**src/pkg/sps_pkg.sv**
```systemverilog
// Package for the P/PI mode switch and torque reference filter block.
// Assumes a single 20 MHz clock and a plain strobe register port.
package sps_pkg;
   // Register offsets (word index = byte address / 4)
   localparam logic [7:0] REG_CTRL = 8'h00;
   localparam logic [7:0] REG_TRQ_THR = 8'h04;
   localparam logic [7:0] REG_SPD_THR = 8'h08;
   localparam logic [7:0] REG_ACC_THR = 8'h0C;
   localparam logic [7:0] REG_PER_THR = 8'h10;
   localparam logic [7:0] REG_LAG_TC = 8'h14;
   localparam logic [7:0] REG_LAG2_F = 8'h18;
   localparam logic [7:0] REG_LAG2_Q = 8'h1C;
   localparam logic [7:0] REG_NOTCH_EN = 8'h20;
   localparam logic [7:0] REG_N1_F = 8'h24;
   localparam logic [7:0] REG_N1_Q = 8'h28;
   localparam logic [7:0] REG_N1_D = 8'h2C;
   localparam logic [7:0] REG_N2_F = 8'h30;
   localparam logic [7:0] REG_N2_Q = 8'h34;
   localparam logic [7:0] REG_N2_D = 8'h38;
   localparam logic [7:0] REG_PINT = 8'h3C;
   localparam logic [7:0] REG_STATUS = 8'h40;
   // Reset values
   localparam logic [15:0] RST_TRQ_THR = 16'h00C8;
   localparam logic [15:0] RST_SPD_THR = 16'h0000;
   localparam logic [15:0] RST_ACC_THR = 16'h0000;
   localparam logic [15:0] RST_PER_THR = 16'h0000;
   localparam logic [15:0] RST_LAG_TC = 16'h0064;
   localparam logic [15:0] RST_LAG2_F = 16'h1388;
   localparam logic [15:0] RST_LAG2_Q = 16'h0032;
   localparam logic [15:0] RST_NOTCH_F = 16'h1388;
   localparam logic [15:0] RST_NOTCH_Q = 16'h0046;
   localparam logic [15:0] RST_NOTCH_D = 16'h0000;
   localparam logic [15:0] RST_PINT = 16'h0000;
   // Ranges
   localparam logic [15:0] MAX_TRQ_THR = 16'h0320;
   localparam logic [15:0] MAX_SPD_THR = 16'h2710;
   localparam logic [15:0] MAX_ACC_THR = 16'h7530;
   localparam logic [15:0] MAX_LAG2_F = 16'h1388;
   localparam logic [15:0] MIN_LAG2_F = 16'h0064;
   localparam logic [15:0] MIN_LAG2_Q = 16'h0032;
   localparam logic [15:0] MAX_LAG2_Q = 16'h0064;
   localparam logic [15:0] MIN_NOTCH_F = 16'h0032;
   localparam logic [15:0] MAX_NOTCH_F = 16'h1388;
   localparam logic [15:0] MIN_NOTCH_Q = 16'h0032;
   localparam logic [15:0] MAX_NOTCH_Q = 16'h03E8;
   localparam logic [15:0] MAX_NOTCH_D = 16'h03E8;
   localparam logic [15:0] MAX_PINT = 16'hC350;
   // Field positions
   localparam int NOTCH1_EN_BIT = 0;
   localparam int NOTCH2_EN_BIT = 8;
   localparam int CTRL_SEL_LSB = 0;
   localparam int CTRL_MODE_LSB = 4;
   // Switch condition codes
   typedef enum logic [2:0] {
      SEL_TORQUE = 3'b000,
      SEL_SPEED = 3'b001,
      SEL_ACCEL = 3'b010,
      SEL_POSERR = 3'b011,
      SEL_NONE = 3'b100
   } sps_sel_t;
   // Control method
   typedef enum logic [1:0] {
      MODE_SPEED = 2'b00,
      MODE_POSITION = 2'b01,
      MODE_TORQUE = 2'b10
   } sps_mode_t;
   // Quantities sampled each control cycle
   typedef struct packed {
      logic signed [15:0] torque_ref;
      logic signed [15:0] speed_ref;
      logic signed [15:0] accel_ref;
      logic signed [15:0] pos_err;
   } sps_meas_t;
   // Filter settings handed to the arithmetic
   typedef struct packed {
      logic [15:0] lag_tc;
      logic lag2_en;
      logic [15:0] lag2_f;
      logic [15:0] lag2_q;
      logic n1_en;
      logic [15:0] n1_f;
      logic [15:0] n1_q;
      logic [15:0] n1_d;
      logic n2_en;
      logic [15:0] n2_f;
      logic [15:0] n2_q;
      logic [15:0] n2_d;
      logic [15:0] pos_int_tc;
      logic pos_int_en;
   } sps_filt_t;
endpackage : sps_pkg

```
**src/hw/sps_mode_switch.sv**
```systemverilog
// P/PI mode switch and torque reference filter settings block.
// Assumes a host on a plain strobe register port, same clock for all.
//
// Added by the designer: the address map and the address-and-strobe port.
`timescale 1ns/10ps
module sps_mode_switch #(
   parameter int DATA_W = 16
) (
   input wire logic clock,
   input wire logic sys_rst,
   input wire logic [7:0] reg_addr,
   input wire logic [31:0] reg_wdata,
   input wire logic reg_wr,
   input wire logic reg_rd,
   output logic [31:0] reg_rdata,
   input wire logic meas_valid,
   input wire sps_pkg::sps_meas_t meas,
   output logic p_control,
   output sps_pkg::sps_filt_t filt_cfg
);
   initial
   begin
      if (DATA_W != 16)
      begin
         $error("DATA_W must be 16");
      end
   end

   ////////////////////////////////////////////////////////////////////////////
   // Settings registers
   logic [2:0] sel_ff;
   logic [1:0] mode_ff;
   logic [15:0] trq_thr_ff, spd_thr_ff, acc_thr_ff, per_thr_ff;
   logic [15:0] lag_tc_ff, lag2_f_ff, lag2_q_ff;
   logic n1_en_ff, n2_en_ff;
   logic [15:0] n1_f_ff, n1_q_ff, n1_d_ff, n2_f_ff, n2_q_ff, n2_d_ff;
   logic [15:0] pint_ff;
   logic [15:0] wd;

   assign wd = reg_wdata[15:0];

   // Clamp into a range; out-of-range writes saturate rather than wrap
   function automatic logic [15:0] clip(input logic [15:0] v, input logic [15:0] lo,
                                        input logic [15:0] hi);
      logic [15:0] r;
      r = v;
      if (v < lo)
      begin
         r = lo;
      end
      else if (v > hi)
      begin
         r = hi;
      end
      return r;
   endfunction : clip

   always_ff @(posedge clock or posedge sys_rst)
   begin
      if (sys_rst)
      begin
         sel_ff <= sps_pkg::SEL_TORQUE;
         mode_ff <= sps_pkg::MODE_SPEED;
      end
      else if (reg_wr && reg_addr == sps_pkg::REG_CTRL)
      begin
         if (reg_wdata[sps_pkg::CTRL_SEL_LSB +: 3] > 3'h4)
         begin
            sel_ff <= sps_pkg::SEL_NONE;
         end
         else
         begin
            sel_ff <= reg_wdata[sps_pkg::CTRL_SEL_LSB +: 3];
         end
         mode_ff <= reg_wdata[sps_pkg::CTRL_MODE_LSB +: 2];
      end
   end

   always_ff @(posedge clock or posedge sys_rst)
   begin
      if (sys_rst)
      begin
         trq_thr_ff <= sps_pkg::RST_TRQ_THR;
         spd_thr_ff <= sps_pkg::RST_SPD_THR;
         acc_thr_ff <= sps_pkg::RST_ACC_THR;
         per_thr_ff <= sps_pkg::RST_PER_THR;
      end
      else if (reg_wr)
      begin
         case (reg_addr)
            sps_pkg::REG_TRQ_THR: trq_thr_ff <= clip(wd, 16'h0000, sps_pkg::MAX_TRQ_THR);
            sps_pkg::REG_SPD_THR: spd_thr_ff <= clip(wd, 16'h0000, sps_pkg::MAX_SPD_THR);
            sps_pkg::REG_ACC_THR: acc_thr_ff <= clip(wd, 16'h0000, sps_pkg::MAX_ACC_THR);
            sps_pkg::REG_PER_THR: per_thr_ff <= wd;
            default: ;
         endcase
      end
   end

   always_ff @(posedge clock or posedge sys_rst)
   begin
      if (sys_rst)
      begin
         lag_tc_ff <= sps_pkg::RST_LAG_TC;
         lag2_f_ff <= sps_pkg::RST_LAG2_F;
         lag2_q_ff <= sps_pkg::RST_LAG2_Q;
         n1_en_ff <= 1'b0;
         n2_en_ff <= 1'b0;
         n1_f_ff <= sps_pkg::RST_NOTCH_F;
         n1_q_ff <= sps_pkg::RST_NOTCH_Q;
         n1_d_ff <= sps_pkg::RST_NOTCH_D;
         n2_f_ff <= sps_pkg::RST_NOTCH_F;
         n2_q_ff <= sps_pkg::RST_NOTCH_Q;
         n2_d_ff <= sps_pkg::RST_NOTCH_D;
         pint_ff <= sps_pkg::RST_PINT;
      end
      else if (reg_wr)
      begin
         case (reg_addr)
            sps_pkg::REG_LAG_TC: lag_tc_ff <= wd;
            sps_pkg::REG_LAG2_F:
               lag2_f_ff <= clip(wd, sps_pkg::MIN_LAG2_F, sps_pkg::MAX_LAG2_F);
            sps_pkg::REG_LAG2_Q:
               lag2_q_ff <= clip(wd, sps_pkg::MIN_LAG2_Q, sps_pkg::MAX_LAG2_Q);
            sps_pkg::REG_NOTCH_EN:
            begin
               n1_en_ff <= reg_wdata[sps_pkg::NOTCH1_EN_BIT];
               n2_en_ff <= reg_wdata[sps_pkg::NOTCH2_EN_BIT];
            end
            sps_pkg::REG_N1_F:
               n1_f_ff <= clip(wd, sps_pkg::MIN_NOTCH_F, sps_pkg::MAX_NOTCH_F);
            sps_pkg::REG_N1_Q:
               n1_q_ff <= clip(wd, sps_pkg::MIN_NOTCH_Q, sps_pkg::MAX_NOTCH_Q);
            sps_pkg::REG_N1_D: n1_d_ff <= clip(wd, 16'h0000, sps_pkg::MAX_NOTCH_D);
            sps_pkg::REG_N2_F:
               n2_f_ff <= clip(wd, sps_pkg::MIN_NOTCH_F, sps_pkg::MAX_NOTCH_F);
            sps_pkg::REG_N2_Q:
               n2_q_ff <= clip(wd, sps_pkg::MIN_NOTCH_Q, sps_pkg::MAX_NOTCH_Q);
            sps_pkg::REG_N2_D: n2_d_ff <= clip(wd, 16'h0000, sps_pkg::MAX_NOTCH_D);
            sps_pkg::REG_PINT: pint_ff <= clip(wd, 16'h0000, sps_pkg::MAX_PINT);
            default: ;
         endcase
      end
   end

   ////////////////////////////////////////////////////////////////////////////
   // Switching decision, re-evaluated on every measurement sample
   function automatic logic [15:0] mag(input logic signed [15:0] v);
      logic [15:0] r;
      r = v[15] ? 16'(-v) : 16'(v);
      return r;
   endfunction : mag

   logic nxt_p;
   logic p_ff;

   always_comb
   begin
      nxt_p = 1'b0;
      case (sel_ff)
         sps_pkg::SEL_TORQUE: nxt_p = mag(meas.torque_ref) > trq_thr_ff;
         sps_pkg::SEL_SPEED: nxt_p = mag(meas.speed_ref) > spd_thr_ff;
         sps_pkg::SEL_ACCEL: nxt_p = mag(meas.accel_ref) > acc_thr_ff;
         sps_pkg::SEL_POSERR:
            nxt_p = (mode_ff == sps_pkg::MODE_POSITION) &&
                    (mag(meas.pos_err) > per_thr_ff);
         sps_pkg::SEL_NONE: nxt_p = 1'b0;
         default: nxt_p = 1'b0;
      endcase
      // Torque mode has no speed loop to switch
      if (mode_ff == sps_pkg::MODE_TORQUE)
      begin
         nxt_p = 1'b0;
      end
   end

   always_ff @(posedge clock or posedge sys_rst)
   begin
      if (sys_rst)
      begin
         p_ff <= 1'b0;
      end
      else if (meas_valid)
      begin
         p_ff <= nxt_p;
      end
      else if (mode_ff == sps_pkg::MODE_TORQUE || sel_ff == sps_pkg::SEL_NONE)
      begin
         p_ff <= 1'b0;
      end
   end

   assign p_control = p_ff;

   ////////////////////////////////////////////////////////////////////////////
   // Filter chain settings; every stage except the first lag (lag_tc) carries its own enable
   always_comb
   begin
      filt_cfg.lag_tc = lag_tc_ff;
      filt_cfg.lag2_en = (lag2_f_ff != sps_pkg::MAX_LAG2_F);
      filt_cfg.lag2_f = lag2_f_ff;
      filt_cfg.lag2_q = lag2_q_ff;
      filt_cfg.n1_en = n1_en_ff;
      filt_cfg.n1_f = n1_f_ff;
      filt_cfg.n1_q = n1_q_ff;
      filt_cfg.n1_d = n1_d_ff;
      filt_cfg.n2_en = n2_en_ff;
      filt_cfg.n2_f = n2_f_ff;
      filt_cfg.n2_q = n2_q_ff;
      filt_cfg.n2_d = n2_d_ff;
      filt_cfg.pos_int_tc = pint_ff;
      filt_cfg.pos_int_en = (mode_ff == sps_pkg::MODE_POSITION) && (pint_ff != 16'h0000);
   end

   ////////////////////////////////////////////////////////////////////////////
   // Read port; unmapped addresses read zero
   logic [31:0] nxt_rdata;
   logic [31:0] rdata_ff;

   always_comb
   begin
      nxt_rdata = 32'h0000_0000;
      case (reg_addr)
         sps_pkg::REG_CTRL: nxt_rdata = {26'h0, mode_ff, 1'b0, sel_ff};
         sps_pkg::REG_TRQ_THR: nxt_rdata = {16'h0000, trq_thr_ff};
         sps_pkg::REG_SPD_THR: nxt_rdata = {16'h0000, spd_thr_ff};
         sps_pkg::REG_ACC_THR: nxt_rdata = {16'h0000, acc_thr_ff};
         sps_pkg::REG_PER_THR: nxt_rdata = {16'h0000, per_thr_ff};
         sps_pkg::REG_LAG_TC: nxt_rdata = {16'h0000, lag_tc_ff};
         sps_pkg::REG_LAG2_F: nxt_rdata = {16'h0000, lag2_f_ff};
         sps_pkg::REG_LAG2_Q: nxt_rdata = {16'h0000, lag2_q_ff};
         sps_pkg::REG_NOTCH_EN: nxt_rdata = {23'h0, n2_en_ff, 7'h00, n1_en_ff};
         sps_pkg::REG_N1_F: nxt_rdata = {16'h0000, n1_f_ff};
         sps_pkg::REG_N1_Q: nxt_rdata = {16'h0000, n1_q_ff};
         sps_pkg::REG_N1_D: nxt_rdata = {16'h0000, n1_d_ff};
         sps_pkg::REG_N2_F: nxt_rdata = {16'h0000, n2_f_ff};
         sps_pkg::REG_N2_Q: nxt_rdata = {16'h0000, n2_q_ff};
         sps_pkg::REG_N2_D: nxt_rdata = {16'h0000, n2_d_ff};
         sps_pkg::REG_PINT: nxt_rdata = {16'h0000, pint_ff};
         sps_pkg::REG_STATUS: nxt_rdata = {31'h0, p_ff};
         default: nxt_rdata = 32'h0000_0000;
      endcase
   end

   always_ff @(posedge clock or posedge sys_rst)
   begin
      if (sys_rst)
      begin
         rdata_ff <= 32'h0000_0000;
      end
      else if (reg_rd)
      begin
         rdata_ff <= nxt_rdata;
      end
      else
      begin
         rdata_ff <= 32'h0000_0000;
      end
   end

   assign reg_rdata = rdata_ff;
endmodule : sps_mode_switch

```
**config.mk**
```make
export PLATFORM = sky130hd
export DESIGN_NAME = sps_mode_switch
export DESIGN_NICKNAME = d
export VERILOG_FILES = /design/src/pkg/sps_pkg.sv /design/src/hw/sps_mode_switch.sv
export SDC_FILE = /design/constraint.sdc
export NUM_CORES = 1
export LEC_CHECK = 0
export CAP_MARGIN = 25
export CORE_MARGIN = 2
export CORE_UTILIZATION = 45
export DETAILED_ROUTE_END_ITERATION = 12
export DONT_BUFFER_PORTS = 1
export GPL_TIMING_DRIVEN = 0
export PLACE_DENSITY_LB_ADDON = 0.3
export SYNTH_ARGS = -nofsm -noshare
export SYNTH_HDL_FRONTEND = slang
export SYNTH_SLANG_ARGS = --single-unit
```
**constraint.sdc**
```tcl
create_clock -name clock -period 9 [get_ports clock]
set_input_delay 0.45 -clock clock [delete_from_list [all_inputs] [get_ports clock]]
set_output_delay 0.45 -clock clock [all_outputs]
set_load 0.01 [all_outputs]
```
## Yosys cells after proc, flatten, opt, wreduce, memory -nomap -nowiden

Index checks and enable logic that the tools add are counted.

- Register bits: 264
- Bits of input ports: 109
- Output and inout port bits: 197

- Add/sub/neg operators: 4
- $lt $le $gt $ge: 15
- Eq/ne operators: 23
- Multiplexer cells: 27
- Reduce and logical (&&, ||, !) cells: 23

Operators by type and width:

| cell | number |
|---|---|
| $mux 16 | 21 |
| $pmux 16 s17 | 1 |
| $eq 8x6->1 const B | 8 |
| $gt 16x16->1 | 4 |
| $neg 16->16 | 4 |
| $eq 8x5->1 const B | 4 |
| $gt 16x10->1 const B | 2 |
| $reduce_and 2->1 | 15 |
| $eq 8x4->1 const B | 2 |
| $gt 16x13->1 const B | 1 |
| $gt 16x14->1 const B | 1 |
| $gt 16x15->1 const B | 1 |
| $gt 16x16->1 const B | 1 |
| $gt 16x7->1 const B | 1 |
| $lt 16x1->1 const B | 1 |
| $lt 16x6->1 const B | 1 |
| $lt 16x7->1 const B | 1 |
| $ne 16x13->1 const B | 1 |
| $reduce_bool 16->1 | 1 |
| $eq 8x3->1 const B | 1 |
| $eq 8x7->1 const B | 1 |
| $logic_not 8->1 | 1 |
| $eq 3x2->1 const B | 2 |
| $pmux 1 s4 | 1 |
| 11 further kinds | 15 |

## Depth between registers and ports, before layout

- Depth after elaboration: 7
- Depth in mapped cells: 14

## Least setup slack after synthesis

Ideal clock, no wire load.

- Path type: input port to flip-flop
- Start: input meas[16] (netlist name)
- End: register p_ff, in the netlist p_control
- Arrival time: 3,071 ps
- Data required time: 8,882 ps
- Setup slack: 5,811 ps
- Cell stages on the path: 14
- Cells stage by stage: inv_1 > ha_1 > nand3_1 > or2_2 > nand2b_1 > o41ai_1 > xnor2_1 > ha_1 > nand4_1 > or4_1 > o211a_1 > o31ai_1 > nand4_1 > a21o_1

- Word-level cells in the longest chain between the ends: 6

RTL lines:

| what | RTL line | text |
|---|---|---|
| start, declared | sps_mode_switch.sv:17 | `input wire sps_pkg::sps_meas_t meas,` |
| $neg 16->16 | sps_mode_switch.sv:150 | `r = v[15] ? 16'(-v) : 16'(v);` |
| $mux 16 * | sps_mode_switch.sv:150 |  |
| $gt 16x16->1 * | sps_mode_switch.sv:163 | `sps_pkg::SEL_ACCEL: nxt_p = mag(meas.accel_ref) > acc_thr_ff;` |
| $pmux 1 s4 * | sps_mode_switch.sv:160 | `case (sel_ff)` |
| $mux 1 * | sps_mode_switch.sv:171 | `if (mode_ff == sps_pkg::MODE_TORQUE)` |
| $mux 1 * | sps_mode_switch.sv:183 | `else if (meas_valid)` |
| end signal, assigned | sps_mode_switch.sv:185 | `p_ff <= nxt_p;` |
| end, declared | sps_mode_switch.sv:155 | `logic p_ff;` |

Every way passes the cells marked *; elsewhere a longest branch is shown, timed or not.
A chain may end at the register's enable or synchronous reset.

## Final worst setup path

- Start: input meas[35] (netlist name)
- End: register p_ff, in the netlist p_control

- Word-level cells in the longest chain between the ends: 6

RTL lines:

| what | RTL line | text |
|---|---|---|
| $neg 16->16 | sps_mode_switch.sv:150 |  |
| $mux 16 * | sps_mode_switch.sv:150 |  |
| $gt 16x16->1 * | sps_mode_switch.sv:162 | `sps_pkg::SEL_SPEED: nxt_p = mag(meas.speed_ref) > spd_thr_ff;` |
| $pmux 1 s4 * | sps_mode_switch.sv:160 |  |
| $mux 1 * | sps_mode_switch.sv:171 |  |
| $mux 1 * | sps_mode_switch.sv:183 |  |

Marked as above.

==> run summary <==
Outcome: completed
Seq/Total Area, Yosys: 43.63%
Final nets: 1737
Final Hold Fails: 0
Placeable Area: 31390 um2
Hold Crit Start: meas_valid
N_diodes: 0
I/O pin count: 306
CTS max path bufs: 3
Initial antenna violation count: 3
Max Cap Viol: 0
DP Area: 14940 um2
Peak VDD IR: 132.9 uV
Period minus WS final: 3.407 ns
Power Density: 165.1 nW/um2
Yosys warning total: 0
RSZ-0062 raised after global routing: no
Worst setup margin: 5.593 ns
Hold path depth: 2
Mean routed wirelength per cell: 32.09 um
Die Height: 182.3 um
Clock skew: 0.01103 ns
HPWL after DPL: 49.35 mm
Tightest Pin Transition: 1.116 ns
CP Launch Type: primary input
Fmax: 293.5 MHz
PortBufs: 0
Vias in the first global route: 12387
Max_slew headroom: 25.58%
Synthesized instance count: 1511
Synth Register Bits: 248
WHS Endpoint: p_control
Iter 0 DRT Violations: 1606
Post-place setup slack: 5.056 ns
Avg Cell Area, Syn: 9.470 um2
Post_cts resized: 0
Initial Utilization: 45.58%
Slew Viols, Final: 0
ANT nets after route: 0
Setup repair bufs after CTS: 0
FF-to-FF End: p_control
Hold Buf Count CTS: 1
Grt total ovfl: 0
Die Wd: 182.3 um
Data arrival, critical path: 3.84 ns
Crit. End Element: register
Leakage power: 0.006749 uW
Post-synth EDFFs: 0
DRT Wirelength: 63.57 mm
Ys async rst share: 100.0%
CTS tree: yes
Drt first pass iters: 8
Synth unique cells: 85
Vias: 12960
Clk Latency, worst-skew pair: 0.54 ns
Crit Path Category: primary input to register
Crit share post-route: 37.86%
Area Growth Syn to Fin: 10.33%
Final setup viols: 0
Gr usage total: 37.57%
DRC Markers: 0
Root Driver: clkbuf_16
Critical Path RT: 9.43 ns
H-tree depth: 1
Cell Area, Synth: 14310 um2
RePlAce Congestion: 1.036
Reg2Reg Depth: 8
Share of layout cells above drive strength 1: 12.29%
Worst R2R Setup Slack: 6.24 ns
Vias per std cell: 6.542
Row count: 65
R2R Path Start: spd_thr_ff[13]
Total CTS buffers: 27
Worst hold path type: primary input to register
CP Max Fanout: 4
Clk slew on worst S/H paths: 0.06 ns
Final instance area: 15790 um2
Largest net degree at the start of global routing: 125
# clock sinks: 248
First-pass GRT wire length: 89.44 mm
Total die area: 33240 um2
Ys flop type: dfrtp_1
CP Launch Point: meas[35]
-- synthesized netlist by cell type, drive strengths merged (28+ instances only) --
| cell type | instances | area [um2] |
|---|---|---|
| nor2 | 66 | 275.3 |
| a22o | 33 | 289.0 |
| mux2 | 32 | 360.3 |
| clkbuf | 50 | 187.7 |
| buf | 60 | 361.6 |
| mux2i | 33 | 330.3 |
| nand3 | 35 | 185.2 |
| dfrtp | 218 | 5455 |
| o21ai | 118 | 594.3 |
| and2 | 48 | 301.5 |
| a22oi | 38 | 285.3 |
| a21oi | 76 | 387.9 |
| nor3 | 28 | 187.7 |
| inv | 79 | 296.5 |
| dfstp | 30 | 788.3 |
| nand2 | 191 | 719.4 |
| xnor2 | 52 | 455.4 |
| ha | 68 | 850.8 |
-- through the flow --
step           TNS, ns  std cells  hold slack, ns  total power [uW]  utilization [%]
6_report             0       1981          0.1382              2607            50.29
4_1_cts              0       1980          0.1283              2602            50.24
3_5_place_dp         0       1931          0.1930              1565            47.58
2_1_floorplan        0       1526          0.4632              1436                -
3_3_place_gp   -173.23       1928          0.4746              1552            47.36
5_1_grt              0       1981          0.1489              2689            50.29
-- kinds of logic after synthesis --
kind of cell | count (synthesis) | synth area share, %
buffers and inverters | 190 | 5.937
other | 1 | 0.02621
xor gates and xnor gates | 52 | 3.183
and+or+nand+nor | 461 | 16.28
adders and majority gates | 68 | 5.946
muxes | 66 | 4.984
AOI/OAI and AO/OA | 425 | 20.01
DFF | 248 | 43.63
-- worst max path at each step --
stage                                end  slack [ns]  cells past startpoint
final                          p_control        5.59                     13
after global routing           p_control        5.36                     13
after CTS                      p_control        5.61                     13
after detailed placement       p_control        5.06                     13
after global placement    acc_thr_ff[10]       -0.82                      1
after floorplan            acc_thr_ff[0]        1.78                      1
-- critical path, cell delays in order --
cell and delay, ns:
nor3_1 0.22, nand3_1 0.13, or3_1 0.36, nand2b_1 0.20
o31ai_1 0.26, xnor2_1 0.16, ha_1 0.26, nand4_1 0.20
nor2_1 0.06, a221o_1 0.31, o31ai_1 0.80, nand4_1 0.22
a21o_1 0.21
-- where the power goes --
part           switching (uW)  internal [uW]  total [uW]  leakage (uW)
Clock                     459            591        1050      0.000408
Sequential               80.3           1160        1240       0.00322
Combinational             203            114         316       0.00312
Total                     742           1860        2610       0.00675
-- per-layer routing --
layer	share of wire, %	GRT usage [%]
met4	5.1	15.87
met2	43	57.74
met5	0.036	0
met3	13	13.53
met1	39	48.00
-- layout make-up --
type	count	area (um2)
clock buffer	38	767.0
fill	2997	15610
inverter	80	307.8
clock inverter	10	58.81
buffer	110	549.3
multi-input combinational	1088	7272
timing repair buffer	5	85.08
tap	402	503.0
sequential	248	6243
-- placed cells by master, fill, tap and decap left out, types with 17 or more instances in the layout --
cell	n
a21oi_1	74
nand3_1	33
nor2_1	61
o22ai_1	17
mux2i_1	33
a31oi_1	24
mux2_2	26
buf_4	23
inv_1	78
nand2_1	190
clkbuf_1	56
xnor2_1	52
dfrtp_1	218
a22o_1	33
o21ai_0	108
dfstp_2	30
buf_2	35
nand4_1	18
clkbuf_16	27
and2_1	46
nor3_1	21
ha_1	68
a22oi_1	38
o31ai_1	25
Note: power is estimated with default switching activity, not from simulation.
